[config.mk]
export PLATFORM = sky130hd
export DESIGN_NAME = dcc_slice
export DESIGN_NICKNAME = d
export VERILOG_FILES = /design/src/core/dcc_slice.v
export VERILOG_INCLUDE_DIRS = /design/src /design/src/core
export SDC_FILE = /design/constraint.sdc
export NUM_CORES = 1
export LEC_CHECK = 0
export BUFFER_PORTS_ARGS = -buffer_cell sky130_fd_sc_hd__buf_2
export CELL_PAD_IN_SITES_DETAIL_PLACEMENT = 0
export CELL_PAD_IN_SITES_GLOBAL_PLACEMENT = 2
export CORE_ASPECT_RATIO = 1.2
export CORE_UTILIZATION = 37
export DETAILED_ROUTE_END_ITERATION = 8
export GPL_ROUTABILITY_DRIVEN = 0
export PLACE_DENSITY_LB_ADDON = 0.1
export SLEW_MARGIN = 20
export SYNTH_ARGS = -nofsm -noshare
export SYNTH_HDL_FRONTEND = slang
export SYNTH_SLANG_ARGS = --single-unit
[constraint.sdc]
create_clock -name clk -period 6.7 [get_ports clk]
set_input_delay 0.67 -clock clk [delete_from_list [all_inputs] [get_ports clk]]
set_output_delay 0.67 -clock clk [all_outputs]
set_load 0.01 [all_outputs]
[src/core/dcc_consts.vh]
// constants for the datapath condition and chaining slice
// assumes inclusion by core/dcc_slice.v, the slice monitor and the testbench
`ifndef DCC_CONSTS_VH
`define DCC_CONSTS_VH
// register byte offsets
`define DCC_OFS_ACC0    6'h00
`define DCC_OFS_ACC1    6'h04
`define DCC_OFS_DATA0   6'h08
`define DCC_OFS_DATA1   6'h0c
`define DCC_OFS_CTRL    6'h10
`define DCC_OFS_MASK    6'h14
`define DCC_OFS_OSEL    6'h18
`define DCC_OFS_COND    6'h1c
`define DCC_OFS_CAPT    6'h20
// control register fields
`define DCC_B_EXT_FB    0
`define DCC_B_PI_FORCE  1
`define DCC_B_PARALLEL_IN_DYNAMIC_ENABLE    2
`define DCC_B_CH_CMP0   3
`define DCC_B_CH_CMP1   4
`define DCC_B_CH_DET    5
`define DCC_B_CH_FB     6
`define DCC_B_CH_MSB    7
`define DCC_B_CH_CAP    8
`define DCC_B_CH_SHL    9
`define DCC_B_CH_SHR    10
`define DCC_F_MSB_LO    11
`define DCC_F_MSB_HI    13
`define DCC_F_SETA_LO   14
`define DCC_F_SETA_HI   15
`define DCC_F_SETB_LO   16
`define DCC_F_SETB_HI   17
`define DCC_F_CIA_LO    18
`define DCC_F_CIA_HI    19
`define DCC_F_CIB_LO    20
`define DCC_F_CIB_HI    21
`define DCC_CTRL_W      22
// reset values
`define DCC_RST_CTRL    22'h003800
`define DCC_RST_MASK    16'hffff
`define DCC_RST_OSEL    24'h000000
// per-cycle configuration word fields
`define DCC_D_FUNC_LO   13
`define DCC_D_FUNC_HI   15
`define DCC_D_SRCA      12
`define DCC_D_SRCB_LO   10
`define DCC_D_SRCB_HI   11
`define DCC_D_SHF_LO    8
`define DCC_D_SHF_HI    9
`define DCC_D_A0W_LO    6
`define DCC_D_A0W_HI    7
`define DCC_D_A1W_LO    4
`define DCC_D_A1W_HI    5
`define DCC_D_FBGATE    3
`define DCC_D_CISEL     2
`define DCC_D_CMPSEL    0
// detector constants
`define DCC_ALL_ZERO    8'h00
`define DCC_ALL_ONES    8'hff
`endif

[src/core/dcc_slice.v]
// one 8-bit datapath slice: alu, conditions, compares, chaining
// assumes an avalon-mm master on clk and neighbours on the same clk
//
// Overview of operation
// - external feedback select takes feedback from carry input mux.
// - feedback gate bit still gates feedback into alu b operand.
// - gate bit clear forces feedback to one, b passes unchanged.
// - conditions come from accumulators, alu outputs and fifo status.
// - sixteen conditions: compares, detects, overflow, carry, msb, shift, fifo.
// - six condition outputs, each with own sixteen-way selector.
// - compare one fixed acc0 vs data0; compare two operands selectable.
// - each compare has 8-bit mask; reset leaves all bits compared.
// - code 00 a1/d1, 01 a1/a0, 10 a0/d1, 11 a0/a0.
// - two static operand codes; per-cycle bit picks set a or b.
// - equal chaining ands local equal with previous slice equal.
// - less chaining: local less or (local equal and chained less).
// - per accumulator all-zeros and all-ones detectors.
// - detect chaining ands local detect with chained detect.
// - overflow is carry into xor carry out of selected msb.
// - parallel output is always the srca-selected accumulator, acc0 or acc1, even when alu a takes the parallel input.
// - parallel-input force makes alu a operand the parallel input.
// - dynamic enable lets gate bit steer the parallel-input mux.
// - dedicated carry, shift, capture and condition chain signals.
// - chained capture snapshots all accumulators in one cycle.
// - conditions, capture, left shift go up; right shift goes down.
// - feedback chains upward; crc msb chains downward.
`include "dcc_consts.vh"
`timescale 1ns/1ns
`default_nettype none
module dcc_slice (
    // clock and reset
    input  wire        clk,
    input  wire        arst_n,
    // avalon-mm slave
    input  wire [5:0]  address,
    input  wire        read,
    input  wire        write,
    input  wire [31:0] writedata,
    output reg  [31:0] readdata,
    output wire        waitrequest,
    // per-cycle configuration word
    input  wire [15:0] dyn_cfg,
    // routed inputs
    input  wire [7:0]  parallel_input,
    input  wire        carry_routed,
    input  wire        shift_in,
    input  wire        capture_trigger,
    input  wire [7:0]  fifo_first_data,
    input  wire [7:0]  fifo_second_data,
    input  wire        fifo_first_block_status,
    input  wire        fifo_second_block_status,
    input  wire        fifo_first_bus_status,
    input  wire        fifo_second_bus_status,
    // routed outputs
    output wire [7:0]  parallel_output,
    output reg  [5:0]  cond_out,
    // chain from less significant slice
    input  wire [7:0]  chain_cond_in,
    input  wire        chain_carry_in,
    input  wire        chain_shl_in,
    input  wire        chain_capture_in,
    input  wire        chain_fb_in,
    // chain to more significant slice
    output wire [7:0]  chain_cond_out,
    output wire        chain_carry_out,
    output wire        chain_shl_out,
    output wire        chain_capture_out,
    output wire        chain_fb_out,
    // chain from more significant slice
    input  wire        chain_shr_in,
    input  wire        chain_msb_in,
    // chain to less significant slice
    output wire        chain_shr_out,
    output wire        chain_msb_out
);

    reg  [7:0]  acc0_reg;
    reg  [7:0]  acc1_reg;
    reg  [7:0]  data0_reg;
    reg  [7:0]  data1_reg;
    reg  [`DCC_CTRL_W-1:0] ctrl_reg;
    reg  [15:0] mask_reg;
    reg  [23:0] osel_reg;
    reg  [15:0] capt_reg;
    reg         rd_done_reg;
    reg  [7:0]  acc0_next;
    reg  [7:0]  acc1_next;
    reg  [7:0]  src_b;
    reg  [1:0]  ci_code;
    reg         carry_in;
    reg  [7:0]  y_op;
    reg         c_op;
    reg  [7:0]  alu_out;
    reg  [7:0]  shf_out;
    reg         shift_out;
    reg  [7:0]  cmp1_x;
    reg  [7:0]  cmp1_y;
    reg  [31:0] rd_next;

    wire [2:0]  func     = dyn_cfg[`DCC_D_FUNC_HI:`DCC_D_FUNC_LO];
    wire [1:0]  srcb_sel = dyn_cfg[`DCC_D_SRCB_HI:`DCC_D_SRCB_LO];
    wire [1:0]  shf_sel  = dyn_cfg[`DCC_D_SHF_HI:`DCC_D_SHF_LO];
    wire [1:0]  a0w_sel  = dyn_cfg[`DCC_D_A0W_HI:`DCC_D_A0W_LO];
    wire [1:0]  a1w_sel  = dyn_cfg[`DCC_D_A1W_HI:`DCC_D_A1W_LO];
    wire        fb_gate  = dyn_cfg[`DCC_D_FBGATE];
    wire [2:0]  msb_sel  = ctrl_reg[`DCC_F_MSB_HI:`DCC_F_MSB_LO];
    wire [1:0]  cmp_code;
    wire [7:0]  acc_sel;
    wire [7:0]  alu_a;
    wire        msb_val;
    wire        fb_raw;
    wire        fb_eff;
    wire [8:0]  sum;
    wire [8:0]  cvec;
    wire        ovf;
    wire        cout_msb;
    wire [7:0]  loc;
    wire [15:0] cond;
    wire [7:0]  m0;
    wire [7:0]  m1;
    wire        cap_now;
    wire        bus_wr;

    assign acc_sel = dyn_cfg[`DCC_D_SRCA] ? acc1_reg : acc0_reg;
    assign parallel_output = acc_sel;
    assign alu_a = ctrl_reg[`DCC_B_PI_FORCE] ? parallel_input :
                   (ctrl_reg[`DCC_B_PARALLEL_IN_DYNAMIC_ENABLE] && fb_gate) ?
                   parallel_input : acc_sel;

    always @* begin
        ci_code = dyn_cfg[`DCC_D_CISEL] ?
                  ctrl_reg[`DCC_F_CIB_HI:`DCC_F_CIB_LO] :
                  ctrl_reg[`DCC_F_CIA_HI:`DCC_F_CIA_LO];
        case (ci_code)
            2'h0: carry_in = 1'b0;
            2'h1: carry_in = 1'b1;
            2'h2: carry_in = carry_routed;
            2'h3: carry_in = chain_carry_in;
            default: carry_in = 1'b0;
        endcase
    end

    assign msb_val = ctrl_reg[`DCC_B_CH_MSB] ? chain_msb_in :
                     alu_a[msb_sel];
    assign chain_msb_out = msb_val;
    // external mode bypasses the built-in msb xor shift-in term
    assign fb_raw = ctrl_reg[`DCC_B_EXT_FB] ? carry_in :
                    ctrl_reg[`DCC_B_CH_FB] ? chain_fb_in :
                    (shift_in ^ msb_val);
    assign chain_fb_out = fb_raw;
    assign fb_eff = fb_gate ? fb_raw : 1'b1;

    always @* begin
        case (srcb_sel)
            2'h0: src_b = data0_reg;
            2'h1: src_b = data1_reg;
            2'h2: src_b = acc0_reg;
            default: src_b = acc1_reg;
        endcase
        src_b = src_b & {8{fb_eff}};
    end

    always @* begin
        y_op = 8'h00;
        c_op = 1'b0;
        case (func)
            3'h1: c_op = 1'b1;
            3'h2: y_op = `DCC_ALL_ONES;
            3'h3: begin
                y_op = src_b;
                c_op = carry_in;
            end
            3'h4: begin
                y_op = ~src_b;
                c_op = 1'b1;
            end
            default: y_op = 8'h00;
        endcase
    end

    assign sum = {1'b0, alu_a} + {1'b0, y_op} + {8'h00, c_op};
    assign cvec = {sum[8], alu_a ^ y_op ^ sum[7:0]};
    assign cout_msb = cvec[{1'b0, msb_sel} + 4'h1];
    assign ovf = cout_msb ^ cvec[msb_sel];
    assign chain_carry_out = cout_msb;

    always @* begin
        case (func)
            3'h0: alu_out = alu_a;
            3'h1, 3'h2, 3'h3, 3'h4: alu_out = sum[7:0];
            3'h5: alu_out = alu_a ^ src_b;
            3'h6: alu_out = alu_a & src_b;
            default: alu_out = alu_a | src_b;
        endcase
    end

    // shifter; chained shift data keeps multi-slice shifts in one cycle
    always @* begin
        case (shf_sel)
            2'h1: begin
                shf_out = {alu_out[6:0], ctrl_reg[`DCC_B_CH_SHL] ?
                           chain_shl_in : shift_in};
                shift_out = alu_out[7];
            end
            2'h2: begin
                shf_out = {ctrl_reg[`DCC_B_CH_SHR] ?
                           chain_shr_in : shift_in, alu_out[7:1]};
                shift_out = alu_out[0];
            end
            2'h3: begin
                shf_out = {alu_out[3:0], alu_out[7:4]};
                shift_out = 1'b0;
            end
            default: begin
                shf_out = alu_out;
                shift_out = 1'b0;
            end
        endcase
    end
    assign chain_shl_out = alu_out[7];
    assign chain_shr_out = alu_out[0];

    assign m0 = mask_reg[7:0];
    assign m1 = mask_reg[15:8];
    assign cmp_code = dyn_cfg[`DCC_D_CMPSEL] ?
                      ctrl_reg[`DCC_F_SETB_HI:`DCC_F_SETB_LO] :
                      ctrl_reg[`DCC_F_SETA_HI:`DCC_F_SETA_LO];
    always @* begin
        case (cmp_code)
            2'h0: begin
                cmp1_x = acc1_reg;
                cmp1_y = data1_reg;
            end
            2'h1: begin
                cmp1_x = acc1_reg;
                cmp1_y = acc0_reg;
            end
            2'h2: begin
                cmp1_x = acc0_reg;
                cmp1_y = data1_reg;
            end
            default: begin
                cmp1_x = acc0_reg;
                cmp1_y = acc0_reg;
            end
        endcase
    end

    assign loc[0] = (acc0_reg & m0) == (data0_reg & m0);
    assign loc[1] = (acc0_reg & m0) <  (data0_reg & m0);
    assign loc[2] = acc0_reg == `DCC_ALL_ZERO;
    assign loc[3] = acc0_reg == `DCC_ALL_ONES;
    assign loc[4] = (cmp1_x & m1) == (cmp1_y & m1);
    assign loc[5] = (cmp1_x & m1) <  (cmp1_y & m1);
    assign loc[6] = acc1_reg == `DCC_ALL_ZERO;
    assign loc[7] = acc1_reg == `DCC_ALL_ONES;

    genvar g;
    generate
        for (g = 0; g < 2; g = g + 1) begin : g_chain
            wire ch_cmp = g ? ctrl_reg[`DCC_B_CH_CMP1] :
                              ctrl_reg[`DCC_B_CH_CMP0];
            wire ch_det = ctrl_reg[`DCC_B_CH_DET];
            assign chain_cond_out[4*g] = ch_cmp ?
                loc[4*g] & chain_cond_in[4*g] : loc[4*g];
            assign chain_cond_out[4*g+1] = ch_cmp ?
                loc[4*g+1] | (loc[4*g] & chain_cond_in[4*g+1]) :
                loc[4*g+1];
            assign chain_cond_out[4*g+2] = ch_det ?
                loc[4*g+2] & chain_cond_in[4*g+2] : loc[4*g+2];
            assign chain_cond_out[4*g+3] = ch_det ?
                loc[4*g+3] & chain_cond_in[4*g+3] : loc[4*g+3];
        end
    endgenerate

    assign cond = {fifo_second_bus_status, fifo_first_bus_status,
                   fifo_second_block_status, fifo_first_block_status,
                   shift_out, msb_val, cout_msb, ovf,
                   chain_cond_out};

    generate
        for (g = 0; g < 6; g = g + 1) begin : g_osel
            always @(posedge clk or negedge arst_n) begin
                if (!arst_n) begin
                    cond_out[g] <= 1'b0;
                end else begin
                    cond_out[g] <= cond[osel_reg[4*g+3:4*g]];
                end
            end
        end
    endgenerate

    assign cap_now = ctrl_reg[`DCC_B_CH_CAP] ? chain_capture_in :
                     capture_trigger;
    assign chain_capture_out = cap_now;

    assign bus_wr = write;
    always @* begin
        case (a0w_sel)
            2'h1: acc0_next = shf_out;
            2'h2: acc0_next = data0_reg;
            2'h3: acc0_next = fifo_first_data;
            default: acc0_next = acc0_reg;
        endcase
        case (a1w_sel)
            2'h1: acc1_next = shf_out;
            2'h2: acc1_next = data1_reg;
            2'h3: acc1_next = fifo_second_data;
            default: acc1_next = acc1_reg;
        endcase
        if (bus_wr && address == `DCC_OFS_ACC0) begin
            acc0_next = writedata[7:0];
        end
        if (bus_wr && address == `DCC_OFS_ACC1) begin
            acc1_next = writedata[7:0];
        end
    end

    always @(posedge clk or negedge arst_n) begin
        if (!arst_n) begin
            acc0_reg  <= 8'h00;
            acc1_reg  <= 8'h00;
            capt_reg  <= 16'h0000;
        end else begin
            acc0_reg <= acc0_next;
            acc1_reg <= acc1_next;
            if (cap_now) begin
                capt_reg <= {acc1_reg, acc0_reg};
            end
        end
    end

    always @(posedge clk or negedge arst_n) begin
        if (!arst_n) begin
            data0_reg <= 8'h00;
            data1_reg <= 8'h00;
            ctrl_reg  <= `DCC_RST_CTRL;
            mask_reg  <= `DCC_RST_MASK;
            osel_reg  <= `DCC_RST_OSEL;
        end else if (bus_wr) begin
            case (address)
                `DCC_OFS_DATA0: data0_reg <= writedata[7:0];
                `DCC_OFS_DATA1: data1_reg <= writedata[7:0];
                `DCC_OFS_CTRL:
                    ctrl_reg <= writedata[`DCC_CTRL_W-1:0];
                `DCC_OFS_MASK:  mask_reg <= writedata[15:0];
                `DCC_OFS_OSEL:  osel_reg <= writedata[23:0];
                default: ;
            endcase
        end
    end

    assign waitrequest = read & ~rd_done_reg;

    always @* begin
        case (address)
            `DCC_OFS_ACC0:  rd_next = {24'h000000, acc0_reg};
            `DCC_OFS_ACC1:  rd_next = {24'h000000, acc1_reg};
            `DCC_OFS_DATA0: rd_next = {24'h000000, data0_reg};
            `DCC_OFS_DATA1: rd_next = {24'h000000, data1_reg};
            `DCC_OFS_CTRL:  rd_next = {10'h000, ctrl_reg};
            `DCC_OFS_MASK:  rd_next = {16'h0000, mask_reg};
            `DCC_OFS_OSEL:  rd_next = {8'h00, osel_reg};
            `DCC_OFS_COND:  rd_next = {16'h0000, cond};
            `DCC_OFS_CAPT:  rd_next = {16'h0000, capt_reg};
            default:        rd_next = 32'h00000000;
        endcase
    end

    always @(posedge clk or negedge arst_n) begin
        if (!arst_n) begin
            readdata    <= 32'h00000000;
            rd_done_reg <= 1'b0;
        end else begin
            if (read && !rd_done_reg) begin
                readdata    <= rd_next;
                rd_done_reg <= 1'b1;
            end else begin
                rd_done_reg <= 1'b0;
            end
        end
    end

endmodule
`default_nettype wire

==> flow_summary.yaml <==
finish:
  area_growth_pct: 16.8
  antenna_cells: 0
  drive_gt1_frac: 0.328
  stdcell_area_sq_um: 12400
  stdcell_count: 1600
  nets: 1360
sta:
  period_needed_ns: 6.25
  maxSlewHeadroom: 0.221
  whs_ns: 0.276
  setup_viol: 0
  fmax_mhz: 160
  fin_worst_skew_ns: 0.00983
  fin_crit_sh: 0.933
  finalHoldViolCount: 0
  fin_tns_setup_ns: 0
  tightest_slew_ns: 1.14
  rsz0062_at_grt: "false"
  setup_slack_ns: 0.452
  finalMaxSlewViolations: 0
routing:
  wl_per_cell_um: 24.9
  routed_wl_mm: 39.8
  antenna_left: 0
  firstDrtPassIters: 5
  first_iter_violations: 654
  dr_total_vias: 9417
  via_per_inst: 5.89
  drc: 0
global_routing:
  grt-ovfl-total: 0
  grt_pass1_wl_mm: 59.5
  grt_usage: 0.278
  grt_pass1_vias: 9291
  grt_max_degree: 80
  grt_antenna_before_repair: 0
hold_path:
  hold_path.class: "input port to asynchronous set/reset pin"
synthesis:
  syn-instance-count: 1084
  async_flop_share: 1.00
  seq_area_frac_synth: 0.335
  mappedNetlistArea_sq_um: 10600
  synthFlopType: "dfrtp_1"
  yosys_warnings: 0
  synth-seq-cells: 141
  synth_edf_count: 0
  synth.distinct_cells: 78
  synthesis.area_per_instance_sq_um: 9.79
clocking:
  path_clk_slew_ns: 0.06
  clk_path_buf_depth: 2
  cts.htree.levels: 4
  clk_latency_ns: 0.44
  cts_setup_buffers: 0
  cts.sinks: 141
  cts_tree: "built"
  cts_buffers: 17
  cts_root_buffer: "clkbuf_16"
critical_path:
  cp_max_fo: 19
  reg2regPathDepth: 19
  start_kind: "flip-flop"
  path_cells: "inv_1 -> or3_1 -> o22a_1 -> o211ai_2 -> mux2i_1 -> nand3_1 -> a32o_1 -> o21ai_0 -> fa_1 -> inv_1 -> fa_1 -> a21o_1 -> a221oi_2 -> a211o_1 -> o311ai_0 -> a21o_1 -> buf_2"
  critical_path_class: "flip-flop to output port"
  cp_slowest_cell: "dfstp_2"
  cp.arrival_ns: 5.58
  max_stage_delay_ns: 0.77
  required_ns: 6.03
  cp-end-kind: "output port"
placement:
  dp_cells: 1568
  post-place-ws_ns: 0.385
  io_buffers: 146
  placed_cell_area_sq_um: 11800
  hpwlAfterDp_mm: 29.2
die:
  io-pin-count: 164
  core_area_sq_um: 28100
  initial_core_util: 0.378
  die_h_um: 188
  row_count: 67
  die_x_um: 157
  fp.dieArea_sq_um: 29400
run_status:
  status: "finished clean"
flow_run:
  cap_violations: 0
pwr:
  power.leakage_nw: 5.58
  power_density_nw_per_um2: 279
  irDropWorstVdd_uv: 147
[metal layers]
| layer | wire, um | global-route usage |
|---|---|---|
| met2 | 19300 | 0.463 |
| met4 | 1390 | 0.105 |
| met5 | 0 | 0 |
| met1 | 17200 | 0.363 |
| met3 | 1910 | 0.0395 |
[layout by cell type (no fill, tap or decap), types with 7 or more instances in the layout]
cell type  count
a31oi_1       10
buf_2        145
a21oi_1       39
conb_1         8
or3_1          7
ha_1          47
a211oi_1      15
a222oi_1       7
inv_1         35
nor3_1         7
a221oi_1      23
nand2_1      105
nor2_1        63
dfstp_2       19
nand3_1       11
nor2b_1       21
clkbuf_16     17
o21ai_0       58
mux2_2       115
and2_1        33
nand2b_1      19
a22oi_1       37
mux2i_1       32
mux4_2        30
nand4_1       11
a21o_1        11
o22ai_1       13
buf_4         31
dfrtp_1      122
[cells by family after synthesis]
kind of cell | Yosys count | synth area share
AND/OR/NAND/NOR | 307 | 0.142
other | 1 | 0.000353
adder cells (fa/ha/maj) | 49 | 0.0592
AO/OA/AOI/OAI | 279 | 0.189
multiplexers | 181 | 0.221
XOR/XNOR | 12 | 0.00990
buffers and inverters | 114 | 0.0442
flip-flops | 141 | 0.335
[critical path: cells and delay by family (launching register included)]
kind	cells	cell delay, ns
AO/OA/AOI/OAI	9	2.20
flip-flops	1	0.77
adder cells (fa/ha/maj)	2	0.74
AND/OR/NAND/NOR	2	0.55
buffers and inverters	3	0.50
multiplexers	1	0.35
[timing repair]
item,in CTS,in global routing
endpoints found under the setup margin,0,1
hold buffers,0,0
resized for setup,0,1
hold endpoints to repair,0,0
[power by group]
| part | leakage (nW) | switching [W] | total [W] | internal (W) |
|---|---|---|---|---|
| clock | 0.293 | 0.000393 | 0.00100 | 0.000607 |
| combinational | 3.51 | 0.000725 | 0.00130 | 0.000579 |
| sequential | 1.78 | 0.000172 | 0.00116 | 0.000985 |
[stage by stage]
stage | total power, W | util
6_report | 0.00346 | 0.442
5_1_grt | 0.00364 | 0.442
4_1_cts | 0.00347 | 0.441
3_5_place_dp | 0.00246 | 0.419
3_3_place_gp | 0.00245 | 0.419
2_1_floorplan | 0.00196 | -
[area by class of cell]
class | instances | area [sq um]
repair buffers | 177 | 970
multi-input cells | 836 | 6660
inverters | 35 | 131
clock inverters | 12 | 161
clock buffers | 20 | 457
fillers | 2805 | 15700
flip-flops and latches | 141 | 3550
well taps | 379 | 474
[synthesized netlist by cell type, types with 11 or more instances]
cell type / instances / share of area
nor2_1: 63 / 0.022
o22ai_1: 13 / 0.0077
a22oi_1: 37 / 0.026
nor2b_1: 21 / 0.012
mux2_2: 115 / 0.12
nand4_1: 11 / 0.0065
a211oi_1: 15 / 0.011
mux2i_1: 34 / 0.032
inv_1: 35 / 0.012
mux4_2: 30 / 0.064
o21ai_0: 58 / 0.027
and2_1: 33 / 0.019
ha_1: 47 / 0.055
clkbuf_1: 60 / 0.021
a221oi_1: 24 / 0.020
nand2b_1: 19 / 0.011
dfrtp_1: 122 / 0.29
a21oi_1: 39 / 0.018
dfstp_2: 19 / 0.047
nand2_1: 105 / 0.037
nand3_1: 11 / 0.0052
a21o_1: 11 / 0.0078
[final timing paths]
kind	start	to	slack, ns
min in group clk	writedata[22]	osel_reg[22]$_DFFE_PN0P_	0.47
max in group asynchronous	arst_n	osel_reg[17]$_DFFE_PN0P_	5.01
min reg2reg	readdata[7]$_DFFE_PN0P_	readdata[7]$_DFFE_PN0P_	0.47
max	ctrl_reg[11]$_DFFE_PN1P_	chain_carry_out	0.45
min	arst_n	readdata[19]$_DFFE_PN0P_	0.28
max reg2reg	ctrl_reg[11]$_DFFE_PN1P_	acc0_reg[3]$_DFFE_PN0P_	0.95
(Power assumes the default switching activity.)
